## src/rtl/sdc_params.svh

```systemverilog
`ifndef SDC_PARAMS_SVH
`define SDC_PARAMS_SVH

`define SDC_CLK_PERIOD_NS 10

// Off time per off-time select level
`define SDC_OFF_TIME_SELECT_LOW_US   20
`define SDC_OFF_TIME_SELECT_HIGH_US  30
`define SDC_OFF_TIME_SELECT_FLOAT_US 10
`define SDC_OFF_TIME_SELECT_LOW_CYC   (`SDC_OFF_TIME_SELECT_LOW_US * 1000 / `SDC_CLK_PERIOD_NS)
`define SDC_OFF_TIME_SELECT_HIGH_CYC  (`SDC_OFF_TIME_SELECT_HIGH_US * 1000 / `SDC_CLK_PERIOD_NS)
`define SDC_OFF_TIME_SELECT_FLOAT_CYC (`SDC_OFF_TIME_SELECT_FLOAT_US * 1000 / `SDC_CLK_PERIOD_NS)

// Blanking intervals, least times rounded up to whole cycles
`define SDC_BLANK_180_NS 1800
`define SDC_BLANK_150_NS 1500
`define SDC_BLANK_120_NS 1200
`define SDC_BLANK_090_NS 900
`define SDC_BLANK_180_CYC ((`SDC_BLANK_180_NS + `SDC_CLK_PERIOD_NS - 1) / `SDC_CLK_PERIOD_NS)
`define SDC_BLANK_150_CYC ((`SDC_BLANK_150_NS + `SDC_CLK_PERIOD_NS - 1) / `SDC_CLK_PERIOD_NS)
`define SDC_BLANK_120_CYC ((`SDC_BLANK_120_NS + `SDC_CLK_PERIOD_NS - 1) / `SDC_CLK_PERIOD_NS)
`define SDC_BLANK_090_CYC ((`SDC_BLANK_090_NS + `SDC_CLK_PERIOD_NS - 1) / `SDC_CLK_PERIOD_NS)

// Sine code boundaries of the blanking table
`define SDC_CODE_9 5'h09
`define SDC_CODE_5 5'h05
`define SDC_CODE_3 5'h03

// Three-level pin codes
`define SDC_TRI_LOW   2'h0
`define SDC_TRI_HIGH  2'h1
`define SDC_TRI_FLOAT 2'h2

// Fast-decay shares in percent
`define SDC_PCT_FULL  7'h64
`define SDC_PCT_30    7'h1E
`define SDC_PCT_60    7'h3C
`define SDC_PCT_RESET 7'h1E

`endif

```

## src/rtl/sdc_pkg.sv

```systemverilog
package sdc_pkg;

    typedef enum logic [1:0] {
        SDC_IDLE  = 2'b00,
        SDC_DRIVE = 2'b01,
        SDC_FAST  = 2'b11,
        SDC_SLOW  = 2'b10
    } sdc_state_t;

    typedef enum logic [2:0] {
        SDC_DEC_SLOW = 3'h0,
        SDC_DEC_M30  = 3'h1,
        SDC_DEC_M60  = 3'h2,
        SDC_DEC_M1B  = 3'h3,
        SDC_DEC_M2B  = 3'h4,
        SDC_DEC_FAST = 3'h5
    } sdc_decay_t;

endpackage : sdc_pkg

```

## src/rtl/sdc_blank_timer.sv

```systemverilog
`timescale 1ns/1ns
`include "sdc_params.svh"

module sdc_blank_timer
    import sdc_pkg::*;
(
    input  wire logic       core_clk,
    input  wire logic       resetn,
    input  wire logic       restart,
    input  wire logic [4:0] sineCode,
    input  wire logic [1:0] torque,
    output logic      [7:0] blankLength,
    output logic            blankDone
);

    logic [7:0] count;
    logic [7:0] next_count;
    logic [7:0] next_blankLength;
    logic       next_blankDone;
    logic [7:0] lookup;

    always_comb begin
        lookup = 8'(`SDC_BLANK_090_CYC);
        unique case (torque)  // see [RL10] see [RL11]
            2'h0: begin
                if (sineCode >= `SDC_CODE_9)      lookup = 8'(`SDC_BLANK_180_CYC);
                else if (sineCode >= `SDC_CODE_5) lookup = 8'(`SDC_BLANK_150_CYC);
                else if (sineCode >= `SDC_CODE_3) lookup = 8'(`SDC_BLANK_120_CYC);
            end
            2'h1: begin
                if (sineCode >= `SDC_CODE_5)      lookup = 8'(`SDC_BLANK_150_CYC);
                else if (sineCode >= `SDC_CODE_3) lookup = 8'(`SDC_BLANK_120_CYC);
            end
            2'h2: begin
                if (sineCode >= `SDC_CODE_9)      lookup = 8'(`SDC_BLANK_150_CYC);
                else if (sineCode >= `SDC_CODE_5) lookup = 8'(`SDC_BLANK_120_CYC);
            end
            2'h3: begin
                if (sineCode >= `SDC_CODE_9)      lookup = 8'(`SDC_BLANK_120_CYC);
            end
        endcase
        next_blankLength = restart ? lookup : blankLength;
        next_count       = restart ? 8'h00 : (blankDone ? count : count + 8'h01);
        next_blankDone   = !restart && (blankDone || (count + 8'h01 >= blankLength));
    end

    always_ff @(posedge core_clk) begin
        if (!resetn) begin
            count       <= 8'h00;
            blankLength <= 8'(`SDC_BLANK_090_CYC);
            blankDone   <= 1'b0;
        end else begin
            count       <= next_count;
            blankLength <= next_blankLength;
            blankDone   <= next_blankDone;
        end
    end
endmodule : sdc_blank_timer

```

## src/rtl/stepper_decay_chopper_control.sv

```systemverilog
// Behaviour
// [RL1] Fast decay reverses bridge, off near zero
// [RL2] Slow/fast setting: fast only on falling steps
// [RL3] Host sets tuning high, decay pins low
// [RL4] Tuning latched only at wake or power-up
// [RL5] Tuning: overshoot raises fast share next cycle
// [RL6] Tuning: long drive lowers fast share
// [RL7] Tuning: falling steps use full fast decay
// [RL8] Sense ignored during blanking after drive start
// [RL9] Drive phase never shorter than blanking
// [RL10] Blanking table at 100% and 75% torque
// [RL11] Blanking table at 50% and 25% torque
// [RL12] Supply undervoltage: bridge, pump off, fault low
// [RL13] Supply undervoltage keeps logic and position
// [RL14] Logic undervoltage resets logic, regulator off
// [RL15] Fault stays low through logic undervoltage
// [RL16] Five selects three-level, others two-level
// [RL17] Decay pin pairs map to rise/fall modes
// [RL18] Tuning high overrides decay select pins
// [RL19] Full step always uses rising-step mode
// [RL20] Step direction from new versus previous code
`timescale 1ns/1ns
`include "sdc_params.svh"

module stepper_decay_chopper_control
    import sdc_pkg::*;
#(
    parameter int         POS_W         = 8,
    parameter logic [6:0] PCT_STEP      = 7'h05,
    parameter int         LONG_DRIVE    = 500,
    parameter logic [3:0] FULL_STEP_SEL = 4'h0
) (
    input  wire logic             core_clk,
    input  wire logic             resetn,
    input  wire logic             logicUndervoltage,
    input  wire logic             motorSupplyUndervoltage,
    input  wire logic             sleepRequestN,
    input  wire logic             enableIn,
    input  wire logic             tuningEnablePin,
    input  wire logic             torqueScaleBit0,
    input  wire logic             torqueScaleBit1,
    input  wire logic [1:0]       decaySelectLow,
    input  wire logic [1:0]       decaySelectHigh,
    input  wire logic [1:0]       offTimeSelect,
    input  wire logic [1:0]       stepModeSelect0,
    input  wire logic [1:0]       stepModeSelect1,
    input  wire logic             currentSenseInput,
    input  wire logic             zeroCurrent,
    input  wire logic             stepPulse,
    input  wire logic             stepDir,
    input  wire logic [4:0]       targetCode,
    input  wire logic             targetStrobe,
    output logic                  driveFwd,
    output logic                  driveRev,
    output logic                  lowSidesOn,
    output logic                  chargePumpEn,
    output logic                  auxRegulatorOutput,
    output logic                  faultOutN,
    output logic                  tuningLatched,
    output logic [6:0]            fastPercent,
    output logic [POS_W-1:0]      indexerPosition
);

    // Pins are asynchronous; all but the step and target inputs pass two flops before use
    localparam int SW = 19;
    logic [SW-1:0] syncA;
    logic [SW-1:0] syncB;

    always_ff @(posedge core_clk) begin
        if (!resetn) begin
            syncA <= '0;
            syncB <= '0;
        end else begin
            syncA <= {logicUndervoltage, motorSupplyUndervoltage, sleepRequestN, enableIn,
                      tuningEnablePin, torqueScaleBit1, torqueScaleBit0, decaySelectHigh,
                      decaySelectLow, offTimeSelect, stepModeSelect1, stepModeSelect0,
                      currentSenseInput, zeroCurrent};
            syncB <= syncA;
        end
    end

    logic       luv, muv, awake, enSync, tuneSync, senseSync, zeroSync;
    logic [1:0] torque, decHi, decLo, offSel, m1, m0;
    assign {luv, muv, awake, enSync, tuneSync, torque, decHi, decLo, offSel, m1, m0,
            senseSync, zeroSync} = syncB;  // see [RL16]

    // Logic undervoltage clears all internal state except the pin synchronizers, like a power-up
    logic clr;
    assign clr = !resetn || luv;  // see [RL14]

    sdc_state_t      state, next_state;
    logic [11:0]     timer, next_timer;
    logic [11:0]     fastLen, next_fastLen;
    logic            zeroHit, next_zeroHit;
    logic            settled, next_settled;
    logic [4:0]      curCode, next_curCode;
    logic            falling, next_falling;
    logic            started, next_started;
    logic            awakePrev, next_awakePrev;
    logic            next_tuningLatched;
    logic [6:0]      next_fastPercent;
    logic [POS_W-1:0] next_indexerPosition;
    logic            next_driveFwd, next_driveRev, next_lowSidesOn;
    logic            next_chargePumpEn, next_aux, next_faultOutN;
    logic            restart, driveEnd, run, fullStep, useRise;
    logic [11:0]     offCycles, fastCycles;
    logic [6:0]      pctSel;
    sdc_decay_t      riseMode, fallMode, mode;
    logic [7:0]      blankLength;
    logic            blankDone;

    sdc_blank_timer u_blank (
        .core_clk    (core_clk),
        .resetn      (!clr),
        .restart     (restart),
        .sineCode    (curCode),
        .torque      (torque),
        .blankLength (blankLength),
        .blankDone   (blankDone)
    );

    // Decay mode table and per-cycle fast share
    always_comb begin
        riseMode = SDC_DEC_SLOW;
        fallMode = SDC_DEC_SLOW;
        unique case ({decHi, decLo})  // see [RL17]
            {`SDC_TRI_LOW,   `SDC_TRI_HIGH}:  fallMode = SDC_DEC_M2B;
            {`SDC_TRI_HIGH,  `SDC_TRI_LOW}:   fallMode = SDC_DEC_M30;
            {`SDC_TRI_HIGH,  `SDC_TRI_HIGH}: begin
                riseMode = SDC_DEC_M30;
                fallMode = SDC_DEC_M30;
            end
            {`SDC_TRI_LOW,   `SDC_TRI_FLOAT}: fallMode = SDC_DEC_M60;
            {`SDC_TRI_HIGH,  `SDC_TRI_FLOAT}: fallMode = SDC_DEC_FAST;  // see [RL2]
            {`SDC_TRI_FLOAT, `SDC_TRI_LOW}: begin
                riseMode = SDC_DEC_M1B;
                fallMode = SDC_DEC_M30;
            end
            {`SDC_TRI_FLOAT, `SDC_TRI_HIGH}: begin
                riseMode = SDC_DEC_M60;
                fallMode = SDC_DEC_M60;
            end
            {`SDC_TRI_FLOAT, `SDC_TRI_FLOAT}: begin
                riseMode = SDC_DEC_FAST;
                fallMode = SDC_DEC_FAST;
            end
            default: ;
        endcase
        fullStep = {m1, m0} == FULL_STEP_SEL;
        useRise  = fullStep || !falling;  // see [RL19]
        mode     = useRise ? riseMode : fallMode;
        unique case (offSel)
            `SDC_TRI_HIGH:  offCycles = 12'(`SDC_OFF_TIME_SELECT_HIGH_CYC);
            `SDC_TRI_FLOAT: offCycles = 12'(`SDC_OFF_TIME_SELECT_FLOAT_CYC);
            default:        offCycles = 12'(`SDC_OFF_TIME_SELECT_LOW_CYC);
        endcase
        pctSel = 7'h00;
        if (tuningLatched) begin  // see [RL18]
            pctSel = useRise ? fastPercent : `SDC_PCT_FULL;  // see [RL7]
        end else begin
            unique case (mode)
                SDC_DEC_M30:  pctSel = `SDC_PCT_30;
                SDC_DEC_M60:  pctSel = `SDC_PCT_60;
                SDC_DEC_FAST: pctSel = `SDC_PCT_FULL;
                default:      pctSel = 7'h00;
            endcase
        end
        fastCycles = 12'((20'(offCycles) * 20'(pctSel)) / 20'd100);
        if (!tuningLatched && mode == SDC_DEC_M1B) fastCycles = 12'(blankLength);
        if (!tuningLatched && mode == SDC_DEC_M2B) fastCycles = 12'({blankLength, 1'b0});
    end

    // Chopping sequence, tuning, indexer and supply handling
    always_comb begin
        run                  = awake && !muv && enSync && started;
        next_state           = state;
        next_timer           = (timer == 12'hFFF) ? timer : timer + 12'h001;
        next_fastLen         = fastLen;
        next_zeroHit         = zeroHit;
        next_settled         = settled;
        restart              = 1'b0;
        driveEnd             = 1'b0;
        if (!run) begin
            next_state = SDC_IDLE;
        end else begin
            unique case (state)
                SDC_IDLE: begin
                    next_state = SDC_DRIVE;
                    next_timer = 12'h000;
                    restart    = 1'b1;
                end
                SDC_DRIVE: begin
                    // Sense is acted on only once blanking has run out
                    next_settled = settled || (blankDone && !senseSync);
                    if (blankDone && senseSync) begin  // see [RL8] see [RL9]
                        driveEnd     = 1'b1;
                        next_state   = (fastCycles != 12'h000) ? SDC_FAST : SDC_SLOW;
                        next_timer   = 12'h000;
                        next_fastLen = fastCycles;
                        next_zeroHit = 1'b0;
                        next_settled = 1'b0;
                    end
                end
                SDC_FAST: begin
                    if (zeroSync) next_zeroHit = 1'b1;  // see [RL1]
                    if (timer + 12'h001 >= offCycles) begin
                        next_state = SDC_DRIVE;
                        next_timer = 12'h000;
                        restart    = 1'b1;
                    end else if (timer + 12'h001 >= fastLen) begin
                        next_state = SDC_SLOW;
                    end
                end
                SDC_SLOW: begin
                    if (timer + 12'h001 >= offCycles) begin
                        next_state = SDC_DRIVE;
                        next_timer = 12'h000;
                        restart    = 1'b1;
                    end
                end
            endcase
        end
        next_fastPercent = fastPercent;
        if (tuningLatched && driveEnd) begin
            // Trip on the first eligible sample means the current overshot
            if (!settled) begin  // see [RL5]
                next_fastPercent = (fastPercent + PCT_STEP > `SDC_PCT_FULL) ?
                                   `SDC_PCT_FULL : fastPercent + PCT_STEP;
            end else if (32'(timer) >= LONG_DRIVE) begin  // see [RL6]
                next_fastPercent = (fastPercent > PCT_STEP) ? fastPercent - PCT_STEP : 7'h00;
            end
        end
        next_curCode = targetStrobe ? targetCode : curCode;
        next_falling = targetStrobe ? (targetCode < curCode) : falling;  // see [RL20]
        next_started   = 1'b1;
        next_awakePrev = awake;
        // Mode pin is taken only at power-up or on leaving sleep
        next_tuningLatched = (!started || (awake && !awakePrev)) ? tuneSync
                                                                  : tuningLatched;  // see [RL4]
        // Indexer keeps counting through supply undervoltage
        next_indexerPosition = indexerPosition;
        if (stepPulse && awake) begin  // see [RL13]
            next_indexerPosition = stepDir ? indexerPosition + 1'b1 : indexerPosition - 1'b1;
        end
        next_driveFwd     = next_state == SDC_DRIVE;
        next_driveRev     = next_state == SDC_FAST && !next_zeroHit;  // see [RL1]
        next_lowSidesOn   = next_state == SDC_SLOW;
        next_chargePumpEn = awake && !muv;  // see [RL12]
        next_aux          = awake;
        // Fault is released one cycle after the pump is running again
        next_faultOutN    = !muv && chargePumpEn;  // see [RL12]
    end

    always_ff @(posedge core_clk) begin
        if (clr) begin
            state              <= SDC_IDLE;
            timer              <= 12'h000;
            fastLen            <= 12'h000;
            zeroHit            <= 1'b0;
            settled            <= 1'b0;
            curCode            <= 5'h01;
            falling            <= 1'b0;
            started            <= 1'b0;
            awakePrev          <= 1'b0;
            tuningLatched      <= 1'b0;
            fastPercent        <= `SDC_PCT_RESET;
            indexerPosition    <= '0;  // see [RL14]
            driveFwd           <= 1'b0;
            driveRev           <= 1'b0;
            lowSidesOn         <= 1'b0;
            chargePumpEn       <= 1'b0;
            auxRegulatorOutput <= 1'b0;  // see [RL14]
            faultOutN          <= 1'b0;  // see [RL15]
        end else begin
            state              <= next_state;
            timer              <= next_timer;
            fastLen            <= next_fastLen;
            zeroHit            <= next_zeroHit;
            settled            <= next_settled;
            curCode            <= next_curCode;
            falling            <= next_falling;
            started            <= next_started;
            awakePrev          <= next_awakePrev;
            tuningLatched      <= next_tuningLatched;
            fastPercent        <= next_fastPercent;
            indexerPosition    <= next_indexerPosition;
            driveFwd           <= next_driveFwd;
            driveRev           <= next_driveRev;
            lowSidesOn         <= next_lowSidesOn;
            chargePumpEn       <= next_chargePumpEn;
            auxRegulatorOutput <= next_aux;
            faultOutN          <= next_faultOutN;
        end
    end
endmodule : stepper_decay_chopper_control

```

## config.mk

```make
export PLATFORM = sky130hd
export DESIGN_NAME = stepper_decay_chopper_control
export DESIGN_NICKNAME = d
export VERILOG_FILES = /design/src/rtl/sdc_pkg.sv /design/src/rtl/sdc_blank_timer.sv /design/src/rtl/stepper_decay_chopper_control.sv
export VERILOG_INCLUDE_DIRS = /design/src /design/src/rtl
export SDC_FILE = /design/constraint.sdc
export NUM_CORES = 1
export LEC_CHECK = 0
export ABC_AREA = 1
export ABC_CLOCK_PERIOD_IN_PS = 10600
export BUFFER_PORTS_ARGS = -buffer_cell sky130_fd_sc_hd__buf_2
export CORE_MARGIN = 4
export CORE_UTILIZATION = 45
export CTS_BUF_LIST = sky130_fd_sc_hd__clkbuf_8
export CTS_CLUSTER_SIZE = 40
export DETAILED_ROUTE_END_ITERATION = 16
export PLACE_DENSITY = 0.76
export SLEW_MARGIN = 15
export SYNTH_ARGS = -nofsm -noshare
export SYNTH_HDL_FRONTEND = slang
export SYNTH_SLANG_ARGS = --single-unit
export TNS_END_PERCENT = 10
```

## constraint.sdc

```tcl
create_clock -name core_clk -period 10.6 [get_ports core_clk]
set_clock_uncertainty 0.1 [all_clocks]
set_input_delay 0.53 -clock core_clk [delete_from_list [all_inputs] [get_ports core_clk]]
set_output_delay 0.53 -clock core_clk [all_outputs]
set_load 0.005 [all_outputs]
```

==> qor.txt <==
Warning count from the yosys run = 0
Ant. Diodes = 0
Via count = 9,519
Final period utilization = 1.07
Worst reg2reg path startpoint = syncB[4]
Worst-Skew Late Latency = 0.38 ns
Layout area overhead = 22.9%
CP required = 10.75 ns
Area share of and/or/nand/nor cells after synthesis = 0.329
Synthesized instance count = 1,465
Critical Path Max Stage Delay = 0.55 ns
Status = finished with violations
Boundary pin count = 51
Post-Synthesis Net Count = 1,608
Xor/xnor share of the synthesized area = 0.0425
Most used cell, CP = nand2_1
Max Cap Viol = 0
Met1 Use GR = 0.242
Area after DPL = 11,600 µm²
HP Start = decaySelectLow[0]
Core area = 21,800 µm²
Post-synth top area share = 0.218
Area leader, netlist = dfxtp_1
CTS clk-pin slew, worst paths = 0.11 ns
Global Route met2 Usage = 0.331
Num CTS Buffers = 9
HPWL after DPL = 18,600 µm
Detailed Route WL = 23,200 µm
Synth Cell Area = 9900 µm²
Post-Synth Adder-Cell Area = 0.171
Dpl cells = 1,913
Arrival @ worst endpoint = 11.53 ns
Share of cells above drive strength 1 = 0.242
H-tree depth = 3
Achievable Freq = 87.8 MHz
Crit-path max FO = 6
Worst setup EP type = flop
Initial antenna violation count = 0
Worst Hold End = syncA[8]
Register area = 2160 µm²
Core Util, Final = 0.560
Initial DRC Count = 282
CP Launch Type = flop
First-pass DRT Iterations = 5
Die width = 156 µm
Path type of the worst setup path = reg -> reg
Final ANT Viol Nets = 0
Cell at the slowest stage of the critical path = fa_1
Register area share after synthesis = 0.218
GR Util met3 = 0.0265
Largest cells by area after synthesis = dfxtp_1 22%, nand2_1 12%, inv_1 11%
Worst min-delay path class = in -> reg
Initial Util = 0.455
Chip height = 156 µm
Total gr overflow = 0
CTS tree = done
Distinct cell type count after synthesis = 55
Mux share of post-synthesis cell area = 0
Fillers = 2,018
Min Tclk post-route = 11.38 ns
Final Net Count = 1,804
First-pass GRT wire length = 39,600 µm
Mean Syn Cell Area = 6.76 µm²
PnR worst setup slack = -0.784 ns
Multi-input logic area = 6900 µm²
Reg2Reg Setup Slack = -0.78 ns
Slew @ Worst Pin = 0.828 ns
Worst Reg-to-Reg Cells = 90
CTS Buffer Depth = 2
Asr flop ratio synth = 0
Design Area, Final = 12,200 µm²
Largest net degree at the start of global routing = 40
Clk sinks = 108
Synth Area in Compound Gates = 0.115
Layer with the highest usage = met2
PortBufs = 50
Main combinational cell family by area after synthesis = simple AND/OR/NAND/NOR gates
Max-slew violations = 0
Violated checks = setup timing
Placement Rows = 54
Main flop type after synthesis = dfxtp_1
Remaining DRCs = 0
Worst R2R End = driveFwd
GRT Util Overall = 0.190
Vias in the first global route = 9,152
Final Non-Filler Cells = 1,946
Synthesis-stage register bit count = 108
Final Setup Violations = 7
Relative slew slack = 0.444
Worst hold path depth = 3
RD Place Congestion = 0.896
Vias/cell = 4.89
Routed len/inst = 11.9 µm
Clk root buf = clkbuf_8
Setup WS pre-CTS = -0.806 ns
Post-synth EDFFs = 0
Final-report hold violation count = 0
RSZ-0062 raised after global routing = yes
Die area = 24,400 µm²
## layout make-up
class	instances	share of cell area
clock buffers	10	0.0113
inverters	308	0.0958
multi-input cells	1032	0.567
clock inverters	6	0.00432
flip-flops and latches	108	0.178
well taps	280	0.0288
repair buffers	202	0.115
## cells in the mapped netlist, types with 16 or more instances
library cell	number
a21oi_1	59
o22ai_1	16
inv_1	280
nand2_1	313
ha_1	79
inv_2	22
o21ai_0	49
fa_1	35
dfxtp_1	108
nand2_2	44
xor2_1	38
nand3_1	87
nand4_1	31
nor2_1	136
## what timing repair did
| item | 4_1_cts | 5_1_grt |
|---|---|---|
| pin swaps | 25 | 27 |
| endpoints found under the setup margin | 7 | 8 |
| buffers inserted | 7 | 10 |
| hold endpoints to repair | 0 | 0 |
| hold buffers | 0 | 0 |
| gates resized for setup | 30 | 40 |
## routing by layer
| metal | vias up | routed length (µm) |
|---|---|---|
| met1 | 4282 | 10400 |
| li1 | 5023 | - |
| met2 | 170 | 11300 |
| met3 | 44 | 1020 |
| met5 | - | 0 |
| met4 | 0 | 539 |
## critical path, delay by kind of cell, from the launching register on
family | cells | cell delay (ns)
buffers and inverters | 15 | 1.32
adders and majority gates | 5 | 2.34
DFF | 1 | 0.34
AOI/OAI and AO/OA | 7 | 1.18
and+or+nand+nor | 63 | 5.95
## cell families after synthesis
kind of cell | count (synthesis)
AND/OR/NAND/NOR | 679
buffers and inverters | 325
flip-flops | 108
XOR/XNOR | 48
adder cells (fa/ha/maj) | 114
AO/OA/AOI/OAI | 191
## flip-flops by register name, summed over array words and instances (netlist names), 2 cells and up, named ones only
signal               cells
syncA                   19
syncB                   19
fastLen                 12
timer                   12
indexerPosition          8
u_blank.count            8
fastPercent              7
curCode                  5
u_blank.blankLength      4
state                    2
## worst max-delay path by stage
stage	start	to	depth (start not counted)	slack (ns)
after detailed placement	syncB[4]	driveFwd	88	-0.81
after CTS	syncB[3]	driveFwd	93	-0.59
final	syncB[4]	driveFwd	90	-0.78
after floorplan	syncB[4]	state[0]	93	0.007
after global placement	syncB[4]	driveFwd	87	-0.39
after global routing	syncB[4]	driveFwd	94	-1.79
## per-stage QoR
step / TNS [ns] / hold WS [ns]
after floorplan: 0 / 0.290
after global placement: -1.78 / 0.294
after detailed placement: -4.31 / 0.295
after CTS: -2.95 / 0.203
after global routing: -11.70 / 0.218
final: -4.29 / 0.223
## placed cells by master (no fill, tap or decap), types with 9 or more instances in the layout
master    count
o21ai_1      14
nor2_4       12
buf_4       151
nand3_2      15
nor2_2       11
nand4_1      31
clkbuf_8     10
inv_2        29
buf_2        50
xnor2_1      10
inv_1       274
nand3_1      77
a21oi_1      56
nor3_1        9
nand2_1     297
ha_1         74
dfxtp_1     106
o22ai_1      16
nand3_4      14
nand2_2      51
nand2_4      22
nor2_1      125
o21ai_0      45
fa_1         35
xor2_1       37
Power is left out: the tool's default activity adds up to more than one toggle a clock period on the data nets, which glitch-free logic cannot reach.
